`src/hw/pmg_pkg.sv`:
```
package pmg_pkg;
  // ----------------------------------------
  // Register offsets
  // ----------------------------------------
  localparam logic [7:0] ADDR_IRQ_SRC = 8'h00;
  localparam logic [7:0] ADDR_GW_WIN_END = 8'h08;
  localparam logic [7:0] ADDR_STORE_STATUS = 8'h08;
  localparam logic [7:0] ADDR_PIN_SEL = 8'h0B;
  localparam logic [7:0] ADDR_INTENSITY = 8'h0C;
  localparam logic [7:0] ADDR_GW_CFG = 8'h0D;
  localparam logic [7:0] ADDR_GW_BASE = 8'h0E;
  localparam logic [7:0] ADDR_KEY_HIGH = 8'hAC;
  localparam logic [7:0] ADDR_KEY_LOW = 8'hAD;
  localparam logic [7:0] ADDR_SW_RESET = 8'hB1;
  // ----------------------------------------
  // Key values and fields
  // ----------------------------------------
  localparam logic [7:0] SW_RESET_KEY_FIRST = 8'hDE;
  localparam logic [7:0] SW_RESET_KEY_SECOND = 8'h00;
  localparam logic [7:0] KEY_HIGH_VALUE = 8'h62;
  localparam logic [7:0] KEY_LOW_VALUE = 8'h9D;
  localparam logic [7:0] BURN_ARM_VALUE = 8'hA5;
  localparam logic [7:0] BURN_GO_VALUE = 8'h5A;
  localparam int CFG_LSB = 3;
  localparam logic [1:0] GW_MODE_ON = 2'h1;
  localparam int IRQ_APPLY_BIT = 5;
  localparam int IRQ_BURN_BIT = 6;
  localparam int STATUS_VALID_BIT = 3;
  localparam logic [7:0] BASE_MAX = 8'h78;
  localparam logic [7:0] BASE_ALIGN_MASK = 8'h78;
  localparam logic [2:0] BURN_LIMIT = 3'h3;
  localparam logic [2:0] BURN_COUNT_SAT = 3'h4;
  localparam logic [6:0] MEM_LAST = 7'h7F;
  localparam logic [1:0] OPM_SLEEP = 2'h2;
  // ----------------------------------------
  // Reset values and timing
  // ----------------------------------------
  localparam logic [2:0] PIN_SEL_RST = 3'h0;
  localparam logic [2:0] CFG_RST = 3'h0;
  localparam logic [7:0] BASE_RST = 8'h00;
  localparam logic [7:0] FACTORY_FILL = 8'h00;
  localparam int CLK_HZ = 125_000_000;
  localparam int SLEEP_APPLY_MS = 30;
  localparam int SLEEP_APPLY_CYCLES = SLEEP_APPLY_MS * (CLK_HZ / 1000);

  function automatic logic pmg_gw_on(input logic [2:0] cfg);
    return cfg[2:1] == GW_MODE_ON;
  endfunction : pmg_gw_on

  function automatic logic [6:0] pmg_mem_idx(input logic [7:0] base, input logic [2:0] off);
    return base[6:0] | {4'h0, off};
  endfunction : pmg_mem_idx
endpackage : pmg_pkg

```
`src/hw/pmg_gateway_top.sv`:
```
// Operation
// - Pin selector bits 2:0 choose LED pin 0..7 for intensity access; default 0.
// - Intensity write stores index 0..255 for the selected pin.
// - Intensity read returns selected pin index; power-up value is on or off level.
// - Writing 0xDE then 0x00 to register 0xB1 resets the device.
// - Config bits 5:4: 01 enables gateway, 00 off, others reserved.
// - Config bit 3: 0 writes shadow memory, 1 reads it.
// - Base address is a multiple of eight from 0x00 to 0x78.
// - Every shadow memory transfer is an eight-byte burst at the base.
// - Gateway works in active, doze and sleep; sleep preferred for writes.
// - Write burst: mode on, base, eight bytes to 0..7, then 000.
// - Read burst: mode on read, base, read 0..7, then 000.
// - Applied write burst in active or doze sets flag 5, asserts interrupt.
// - Sleep apply may take 30 ms; host waits between bursts.
// - Reading interrupt source clears burst flag and releases interrupt.
// - Finished burn sets flag 6 and asserts interrupt.
// - After any reset burned parameters reload into shadow memory.
// - Each burn counts up from zero; fourth burn falls back to factory.
// - Unlock: 0x62 to 0xAC, 0x9D to 0xAD, 0xA5 to base, STOP each.
// - Fourth write 0x5A to base with STOP starts the burn.
// - Interrupt line low while any flag set; source read clears all.
// - Burned store used only with count 1..3 and valid bit set.
`timescale 1ns/1ns
module pmg_gateway_top
  import pmg_pkg::*;
#(
  parameter int SLEEP_APPLY_CYC = SLEEP_APPLY_CYCLES
) (
  input wire logic clock,
  input wire logic sys_rst,
  input wire logic nv_init,
  input wire logic [1:0] op_mode,
  input wire logic reg_wr,
  input wire logic reg_rd,
  input wire logic [7:0] reg_addr,
  input wire logic [7:0] reg_wdata,
  input wire logic i2c_stop,
  input wire logic [7:0] output_powerup_state,
  input wire logic [7:0] led_on_level,
  input wire logic [7:0] led_off_level,
  output logic [7:0] reg_rdata,
  output logic interrupt_line_n,
  output logic soft_reset_out,
  output logic [7:0][7:0] led_intensity
);
  // ----------------------------------------
  // Decode
  // ----------------------------------------
  logic rst_int;
  logic [2:0] pin_sel_reg;
  logic [7:0][7:0] intensity_reg;
  logic soft_arm_reg;
  logic soft_reset_reg;
  logic [2:0] cfg_reg;
  logic [7:0] base_reg;
  logic [7:0][7:0] stage_reg;
  logic [7:0] stage_mask_reg;
  logic pend_reg;
  logic [21:0] delay_reg;
  logic flag_apply_reg;
  logic flag_burn_reg;
  logic flag_apply_next;
  logic flag_burn_next;
  logic irq_n_reg;
  logic [7:0] rdata_reg;
  logic gw_on;
  logic in_window;
  logic wr_pin;
  logic wr_int;
  logic wr_cfg;
  logic wr_base;
  logic wr_sw;
  logic end_burst;
  logic apply;
  logic irq_clear;
  logic mem_ready;
  logic [7:0] mem_rd_data;
  logic burn_start;
  logic burn_done;
  logic [2:0] burn_count;
  logic burned_valid;
  logic ul_armed;
  logic key_write;

  assign rst_int = sys_rst || soft_reset_reg;
  assign gw_on = pmg_gw_on(cfg_reg);
  assign in_window = gw_on && reg_addr < ADDR_GW_WIN_END;
  assign wr_pin = reg_wr && !in_window && reg_addr == ADDR_PIN_SEL;
  assign wr_int = reg_wr && !in_window && reg_addr == ADDR_INTENSITY;
  assign wr_cfg = reg_wr && !in_window && reg_addr == ADDR_GW_CFG;
  assign wr_base = reg_wr && !in_window && reg_addr == ADDR_GW_BASE;
  assign wr_sw = reg_wr && !in_window && reg_addr == ADDR_SW_RESET;
  assign key_write = ul_armed && (reg_wdata == BURN_ARM_VALUE || reg_wdata == BURN_GO_VALUE);
  // A burst only counts once all eight bytes arrived
  assign end_burst = wr_cfg && gw_on && !cfg_reg[0] && reg_wdata[5:3] == CFG_RST
    && &stage_mask_reg;
  // A burn starting in the same cycle would swallow the burst, so the apply waits
  assign apply = pend_reg && delay_reg == 22'h0 && mem_ready && !burn_start;
  assign irq_clear = reg_rd && !in_window && reg_addr == ADDR_IRQ_SRC;

  assign reg_rdata = rdata_reg;
  assign interrupt_line_n = irq_n_reg;
  assign soft_reset_out = soft_reset_reg;
  assign led_intensity = intensity_reg;

  // ----------------------------------------
  // LED pin selection and intensity
  // ----------------------------------------
  always_ff @(posedge clock) begin
    if (rst_int) begin
      pin_sel_reg <= PIN_SEL_RST;
    end else if (wr_pin) begin
      pin_sel_reg <= reg_wdata[2:0];
    end
  end

  always_ff @(posedge clock) begin
    if (rst_int) begin
      for (int i = 0; i < 8; i++) begin
        intensity_reg[i] <= output_powerup_state[i] ? led_on_level : led_off_level;
      end
    end else if (wr_int) begin
      intensity_reg[pin_sel_reg] <= reg_wdata;
    end
  end

  // ----------------------------------------
  // Software reset
  // ----------------------------------------
  always_ff @(posedge clock) begin
    if (sys_rst) begin
      soft_arm_reg <= 1'b0;
      soft_reset_reg <= 1'b0;
    end else begin
      soft_reset_reg <= wr_sw && soft_arm_reg && reg_wdata == SW_RESET_KEY_SECOND;
      if (reg_wr) begin
        soft_arm_reg <= wr_sw && reg_wdata == SW_RESET_KEY_FIRST;
      end
    end
  end

  // ----------------------------------------
  // Gateway configuration and base
  // ----------------------------------------
  always_ff @(posedge clock) begin
    if (rst_int) begin
      cfg_reg <= CFG_RST;
    end else if (wr_cfg) begin
      cfg_reg <= reg_wdata[5:3];
    end
  end

  // Unaligned or oversize values are folded into range instead of kept
  always_ff @(posedge clock) begin
    if (rst_int) begin
      base_reg <= BASE_RST;
    end else if (wr_base && !key_write) begin
      base_reg <= reg_wdata & BASE_ALIGN_MASK;
    end
  end

  // ----------------------------------------
  // Burst staging
  // ----------------------------------------
  always_ff @(posedge clock) begin
    if (rst_int) begin
      stage_mask_reg <= 8'h00;
    end else if (wr_cfg && !gw_on) begin
      stage_mask_reg <= 8'h00;
    end else if (reg_wr && in_window && !cfg_reg[0]) begin
      stage_reg[reg_addr[2:0]] <= reg_wdata;
      stage_mask_reg[reg_addr[2:0]] <= 1'b1;
    end
  end

  // Sleep defers the apply; the host must not start a new burst meanwhile
  always_ff @(posedge clock) begin
    if (rst_int) begin
      pend_reg <= 1'b0;
      delay_reg <= 22'h0;
    end else if (end_burst) begin
      pend_reg <= 1'b1;
      delay_reg <= op_mode == OPM_SLEEP ? 22'(SLEEP_APPLY_CYC) : 22'h0;
    end else if (pend_reg && delay_reg != 22'h0) begin
      delay_reg <= delay_reg - 22'h1;
    end else if (apply) begin
      pend_reg <= 1'b0;
    end
  end

  // ----------------------------------------
  // Interrupt source
  // ----------------------------------------
  always_comb begin
    flag_apply_next = (apply && op_mode != OPM_SLEEP) || (flag_apply_reg && !irq_clear);
    flag_burn_next = burn_done || (flag_burn_reg && !irq_clear);
  end

  always_ff @(posedge clock) begin
    if (rst_int) begin
      flag_apply_reg <= 1'b0;
      flag_burn_reg <= 1'b0;
      irq_n_reg <= 1'b1;
    end else begin
      flag_apply_reg <= flag_apply_next;
      flag_burn_reg <= flag_burn_next;
      irq_n_reg <= !(flag_apply_next || flag_burn_next);
    end
  end

  // ----------------------------------------
  // Read data
  // ----------------------------------------
  always_ff @(posedge clock) begin
    if (rst_int) begin
      rdata_reg <= 8'h00;
    end else if (reg_rd) begin
      if (in_window) begin
        rdata_reg <= cfg_reg[0] ? mem_rd_data : 8'h00;
      end else if (reg_addr == ADDR_IRQ_SRC) begin
        rdata_reg <= 8'h00;
        rdata_reg[IRQ_APPLY_BIT] <= flag_apply_reg;
        rdata_reg[IRQ_BURN_BIT] <= flag_burn_reg;
      end else if (reg_addr == ADDR_STORE_STATUS) begin
        rdata_reg <= {4'h0, burned_valid, burn_count};
      end else if (reg_addr == ADDR_PIN_SEL) begin
        rdata_reg <= {5'h00, pin_sel_reg};
      end else if (reg_addr == ADDR_INTENSITY) begin
        rdata_reg <= intensity_reg[pin_sel_reg];
      end else if (reg_addr == ADDR_GW_CFG) begin
        rdata_reg <= {2'h0, cfg_reg, 3'h0};
      end else if (reg_addr == ADDR_GW_BASE) begin
        rdata_reg <= base_reg;
      end else begin
        rdata_reg <= 8'h00;
      end
    end
  end

  // ----------------------------------------
  // Submodules
  // ----------------------------------------
  pmg_param_mem u_mem (
    .clock(clock),
    .rst(rst_int),
    .nv_init(nv_init),
    .wr_req(apply),
    .wr_base(base_reg),
    .wr_data(stage_reg),
    .wr_ready(mem_ready),
    .rd_idx(pmg_mem_idx(base_reg, reg_addr[2:0])),
    .rd_data(mem_rd_data),
    .burn_start(burn_start),
    .burn_done(burn_done),
    .burn_count(burn_count),
    .burned_valid(burned_valid)
  );

  pmg_burn_unlock u_unlock (
    .clock(clock),
    .rst(rst_int),
    .wr(reg_wr),
    .addr(reg_addr),
    .data(reg_wdata),
    .stop(i2c_stop),
    .armed(ul_armed),
    .burn_start(burn_start)
  );
endmodule : pmg_gateway_top

```
`src/hw/pmg_param_mem.sv`:
```
`timescale 1ns/1ns
module pmg_param_mem
  import pmg_pkg::*;
(
  input wire logic clock,
  input wire logic rst,
  input wire logic nv_init,
  input wire logic wr_req,
  input wire logic [7:0] wr_base,
  input wire logic [7:0][7:0] wr_data,
  output logic wr_ready,
  input wire logic [6:0] rd_idx,
  output logic [7:0] rd_data,
  input wire logic burn_start,
  output logic burn_done,
  output logic [2:0] burn_count,
  output logic burned_valid
);
  typedef enum logic [1:0] {MEM_LOAD, MEM_IDLE, MEM_BURN} pmg_mem_state_e;
  pmg_mem_state_e state_reg;
  logic [6:0] idx_reg;
  logic [7:0] shadow_reg [128];
  logic [7:0] store_reg [128];
  logic [2:0] count_reg;
  logic valid_reg;
  logic burn_done_reg;
  logic use_store;

  assign use_store = valid_reg && count_reg != 3'h0 && count_reg <= BURN_LIMIT;
  assign wr_ready = state_reg == MEM_IDLE;
  assign rd_data = shadow_reg[rd_idx];
  assign burn_done = burn_done_reg;
  assign burn_count = count_reg;
  assign burned_valid = valid_reg;

  // ----------------------------------------
  // Sequencer: reload after reset, burn, burst write
  // ----------------------------------------
  always_ff @(posedge clock) begin
    burn_done_reg <= 1'b0;
    if (rst) begin
      state_reg <= MEM_LOAD;
      idx_reg <= 7'h0;
    end else begin
      case (state_reg)
        MEM_LOAD: begin
          shadow_reg[idx_reg] <= use_store ? store_reg[idx_reg] : FACTORY_FILL;
          idx_reg <= idx_reg + 7'h1;
          if (idx_reg == MEM_LAST) begin
            state_reg <= MEM_IDLE;
          end
        end
        MEM_IDLE: begin
          if (burn_start) begin
            state_reg <= MEM_BURN;
            idx_reg <= 7'h0;
          end else if (wr_req) begin
            for (int k = 0; k < 8; k++) begin
              shadow_reg[pmg_mem_idx(wr_base, 3'(k))] <= wr_data[k];
            end
          end
        end
        default: begin
          store_reg[idx_reg] <= shadow_reg[idx_reg];
          idx_reg <= idx_reg + 7'h1;
          if (idx_reg == MEM_LAST) begin
            state_reg <= MEM_IDLE;
            burn_done_reg <= 1'b1;
          end
        end
      endcase
    end
  end

  // Counter and validity live through every reset except a factory erase
  always_ff @(posedge clock) begin
    if (nv_init) begin
      count_reg <= 3'h0;
      valid_reg <= 1'b0;
    end else if (!rst && state_reg == MEM_BURN && idx_reg == MEM_LAST) begin
      if (count_reg != BURN_COUNT_SAT) begin
        count_reg <= count_reg + 3'h1;
      end
      valid_reg <= count_reg < BURN_LIMIT;
    end
  end
endmodule : pmg_param_mem

```
`src/hw/pmg_burn_unlock.sv`:
```
`timescale 1ns/1ns
module pmg_burn_unlock
  import pmg_pkg::*;
(
  input wire logic clock,
  input wire logic rst,
  input wire logic wr,
  input wire logic [7:0] addr,
  input wire logic [7:0] data,
  input wire logic stop,
  output logic armed,
  output logic burn_start
);
  typedef enum logic [1:0] {UL_WAIT_HIGH, UL_WAIT_LOW, UL_WAIT_ARM, UL_WAIT_GO} pmg_ul_state_e;
  pmg_ul_state_e stage_reg;
  logic wait_stop_reg;
  logic burn_reg;
  logic hit;

  // ----------------------------------------
  // Expected write for each stage
  // ----------------------------------------
  always_comb begin
    case (stage_reg)
      UL_WAIT_HIGH: hit = addr == ADDR_KEY_HIGH && data == KEY_HIGH_VALUE;
      UL_WAIT_LOW: hit = addr == ADDR_KEY_LOW && data == KEY_LOW_VALUE;
      UL_WAIT_ARM: hit = addr == ADDR_GW_BASE && data == BURN_ARM_VALUE;
      default: hit = addr == ADDR_GW_BASE && data == BURN_GO_VALUE;
    endcase
  end

  assign armed = stage_reg == UL_WAIT_ARM || stage_reg == UL_WAIT_GO;
  assign burn_start = burn_reg;

  // Two writes without a STOP between them break the sequence too
  always_ff @(posedge clock) begin
    burn_reg <= 1'b0;
    if (rst) begin
      stage_reg <= UL_WAIT_HIGH;
      wait_stop_reg <= 1'b0;
    end else if (wr) begin
      if (hit && !wait_stop_reg) begin
        wait_stop_reg <= 1'b1;
      end else begin
        stage_reg <= UL_WAIT_HIGH;
        wait_stop_reg <= 1'b0;
      end
    end else if (stop && wait_stop_reg) begin
      wait_stop_reg <= 1'b0;
      if (stage_reg == UL_WAIT_GO) begin
        stage_reg <= UL_WAIT_HIGH;
        burn_reg <= 1'b1;
      end else begin
        stage_reg <= pmg_ul_state_e'(stage_reg + 2'h1);
      end
    end
  end
endmodule : pmg_burn_unlock

```
`config.mk`:
```
export PLATFORM = sky130hd
export DESIGN_NAME = pmg_gateway_top
export DESIGN_NICKNAME = d
export VERILOG_FILES = /design/src/hw/pmg_pkg.sv /design/src/hw/pmg_gateway_top.sv /design/src/hw/pmg_param_mem.sv /design/src/hw/pmg_burn_unlock.sv
export SDC_FILE = /design/constraint.sdc
export NUM_CORES = 2
export LEC_CHECK = 0
export BUFFER_PORTS_ARGS = -buffer_cell sky130_fd_sc_hd__buf_2
export CORE_MARGIN = 2
export CORE_UTILIZATION = 25
export DETAILED_ROUTE_END_ITERATION = 6
export PLACE_DENSITY = 0.38
export RECOVER_POWER = 25
export SYNTH_ARGS = -nofsm -noshare
export SYNTH_HDL_FRONTEND = slang
export SYNTH_SLANG_ARGS = --single-unit
```
`constraint.sdc`:
```
create_clock -name clock -period 17.4 [get_ports clock]
set_input_delay 0.87 -clock clock [delete_from_list [all_inputs] [get_ports clock]]
set_output_delay 0.87 -clock clock [all_outputs]
set_load 0.05 [all_outputs]
```
==> impl_metrics.csv <==
group,metric,value,unit
outcome,status,"finished, violations left",
outcome,violations,"DRC, capacitance limit, slew limit",
yosys,yosysSeqAreaShare,0.612,
worst_setup_path,r2r_slack,9.98,ns
timing,hold_viol,0,
die,initial_core_util,0.251,
yosys,ys.flop_type,"edfxtp_1",
detailed_routing,routed_via_density,5.40,
detailed_routing,ant_nets,0,
yosys,syn_nets,7002,
detailed_routing,vias,70003,
grt,grt_max_degree,116,
timing,worst_slack,8.10,ns
finish,nFillCells,43469,
clock_tree,post_cts_buffers,0,
place,place_congestion,0.851,
clock_tree,clk_pin_slew,0.06,ns
clock_tree,root_buffer,"clkbuf_16",
finish,drive_gt1_frac,0.277,
clock_tree,cts_hold_buf,0,
grt,grtUsageTotal,0.211,
clock_tree,cts.path.max_buffers,4,
timing,maxSlewHeadroom,-1.53,
detailed_routing,drt_iter0_markers,8243,
worst_setup_path,worstPathRequired,18.15,ns
grt,grt_pass1_wl,641000,um
timing,worst_pin_slew,3.80,ns
die,pin_count,122,
timing,drv_slew,363,
detailed_routing,routed_wl,480000,um
worst_setup_path,r2r_end,"u_mem.shadow_reg[60][4]$_DFFE_PP_",
worst_setup_path,endpoint_kind,"flop",
detailed_routing,dr.pass1.iters,7,
die,placement_rows,242,
grt,grt_pass1_vias,69926,
worst_setup_path,critPathArrivalTime,10.05,ns
finish,final_nets,7036,
die,core-area,435000,um^2
clock_tree,cts.repair.resized,0,
detailed_routing,post_drt_wl_per_cell,37.1,um
timing,finalClockSkew,0.0407,ns
timing,setup_violations,0,
die,die_h,665,um
yosys,synth.distinct_cells,85,
worst_setup_path,cp-start-kind,"primary input",
worst_setup_path,path_max_fanout,35,
clock_tree,cts.sinks,2255,
yosys,yosysWarningCount,0,
worst_setup_path,cp_common_cell,"clkbuf_1",
die,fp.dieW,665,um
min_path,hp-start,"nv_init",
worst_setup_path,crit_family,"buffers and inverters",
clock_tree,clock_latency,0.92,ns
min_path,hp-class,"in -> reg",
worst_setup_path,crit_type,"in -> reg",
yosys,syn_area,109000,um^2
clock_tree,tritoncts,"built",
finish,multi_input_area,39600,um^2
timing,period_share,0.535,
power,peakVddDrop,0.0696,mV
worst_setup_path,crit_buf_inv,4,
power,power.density,100,nW/um^2
finish,regArea,66900,um^2
timing,max_freq,0.108,GHz
yosys,async_flop_share,0,
place,portBuffers,121,
worst_setup_path,cp_cell_sequence,"clkbuf_1, clkbuf_1, clkbuf_1, nor2b_4, buf_4, a21oi_1, o21ai_0, a21oi_1, nor2_1, a2111oi_0, a311o_1",
grt,grt_antenna_before_repair,52,
clock_tree,cts.htree.levels,5,
place,dp_hpwl,296000,um
yosys,synth-edff-count,2176,
worst_setup_path,r2r_cells,10,
die,fp.dieArea,443000,um^2
power,total_power,12.6,mW
worst_setup_path,max_stage_delay,2.13,ns
timing,min_period,9.30,ns
finish,area_growth,15.1,%
power,p_leak,39.6,nW
worst_setup_path,slowest_stage,"clkbuf_1",
timing,fin_tns_setup,0,ns
grt,grt-ovfl-total,0,
min_path,holdPathEnd,"u_mem.burned_valid$_SDFFE_PP0P_",
run,drv_cap,15,
min_path,min_path_cells,2,
yosys,syn_area_per_cell,15.7,um^2
yosys,ys_ff_latch,2255,
timing,rsz0062_at_grt,"false",
clock_tree,cts-buffers-inserted,282,
detailed_routing,drc_errors,2,
yosys,synthCells,6945,
place,pre_cts_ws,9.92,ns
## metal layers
layer | track usage | wire (um) | share of wire | vias to the layer above
li1 | - | - | - | 28159
met1 | 0.279 | 200000 | 0.42 | 37900
met2 | 0.337 | 222000 | 0.46 | 3147
met3 | 0.0382 | 33900 | 0.071 | 789
met4 | 0.0948 | 24200 | 0.050 | 8
met5 | 0.000326 | 50 | 0.00010 | -
## worst register-to-register path, stage by stage, from the launching register on
cell and delay (ns):
dfxtp_4 0.74, buf_12 0.64, buf_4 1.00, buf_4 0.80, mux4_2 0.64, nor3_1 0.29
nor4_1 0.12, nor4_2 0.61, nand3_4 0.86, buf_4 1.00, mux2_2 0.45
## how the worst max path moves through the flow
| stage | slack (ns) | cells past startpoint | start | endpoint |
|---|---|---|---|---|
| 5_1_grt | 8.46 | 10 | reg_addr[1] | reg_rdata[0]$_SDFFE_PN0P_ |
| 2_1_floorplan | 8.37 | 10 | flop | u_mem.store_reg[0][6]$_DFFE_PP_ |
| 6_report | 8.10 | 11 | reg_addr[1] | reg_rdata[7]$_SDFFE_PN0P_ |
| 3_3_place_gp | 9.24 | 10 | flop | u_mem.shadow_reg[79][0]$_DFFE_PP_ |
| 3_5_place_dp | 9.92 | 10 | flop | u_mem.shadow_reg[85][1]$_DFFE_PP_ |
| 4_1_cts | 9.85 | 10 | flop | u_mem.shadow_reg[66][1]$_DFFE_PP_ |
## power by group
| part | total [mW] | internal (mW) | switching [mW] |
|---|---|---|---|
| clock | 5.80 | 3.39 | 2.41 |
| sequential | 6.05 | 6.02 | 0.0265 |
| combinational | 0.770 | 0.233 | 0.537 |
| total | 12.6 | 9.64 | 2.98 |
## cell type report
class,instances,share of cell area
clock inverters,128,0.00882
repair buffers,475,0.0250
diodes,25,0.000497
multi-input cells,3947,0.315
inverters,18,0.000557
flip-flops and latches,2255,0.532
well taps,5734,0.0570
clock buffers,371,0.0612
## cells in the mapped netlist (79+ instances only)
| master | count | area, um^2 |
|---|---|---|
| clkbuf_1 | 397 | 1490 |
| mux4_2 | 671 | 15100 |
| a22oi_1 | 84 | 631 |
| o21ai_0 | 188 | 941 |
| nor3_1 | 81 | 405 |
| o21a_1 | 512 | 3840 |
| nor2_1 | 491 | 1840 |
| edfxtp_1 | 2176 | 65300 |
| dfxtp_1 | 79 | 1580 |
| a21oi_1 | 106 | 531 |
| buf_2 | 142 | 711 |
| buf_1 | 133 | 499 |
| mux2_2 | 411 | 4630 |
| nand2_1 | 189 | 709 |
| mux2i_1 | 429 | 4290 |
| o22ai_1 | 178 | 1110 |
## cells by family after synthesis
family                     count (synthesis)  share of synthesized area
buffers and inverters                    743                     0.0302
xor gates and xnor gates                  16                    0.00128
and+or+nand+nor                         1141                     0.0551
AOI/OAI and AO/OA                       1269                     0.0801
muxes                                   1512                      0.220
DFF                                     2255                      0.612
adders and majority gates                  9                    0.00103
## cells in the final DEF, fill, tap and decap left out, types with 29 or more instances in the layout
master | Yosys | routed
o21ai_1 | 1 | 76
mux4_2 | 671 | 671
nor4_1 | 44 | 38
nor2_1 | 491 | 486
o21a_1 | 512 | 512
edfxtp_1 | 2176 | 2176
nand2_1 | 189 | 185
clkbuf_16 | 0 | 294
clkbuf_1 | 397 | 175
dfxtp_1 | 79 | 74
mux2i_1 | 429 | 429
buf_2 | 142 | 37
nor3_1 | 81 | 79
o21ai_0 | 188 | 72
o21ai_2 | 0 | 41
o22ai_1 | 178 | 178
clkinv_1 | 0 | 62
a22oi_1 | 84 | 84
clkinv_2 | 0 | 29
nand3_1 | 61 | 57
buf_4 | 22 | 328
mux2_2 | 411 | 411
a21oi_1 | 106 | 106
## per-stage QoR
| step | cells | hold slack (ns) | area [um^2] | utilization |
|---|---|---|---|---|
| finish | 12953 | 0.176 | 126000 | 0.289 |
| global route | 12932 | 0.129 | 126000 | 0.289 |
| CTS | 12927 | 0.0765 | 126000 | 0.290 |
| detailed placement | 12428 | 0.445 | 117000 | 0.269 |
| global placement | 12426 | 0.435 | 117000 | 0.269 |
| floorplan | 6945 | 0.426 | 109000 | - |
(Power assumes the default switching activity.)
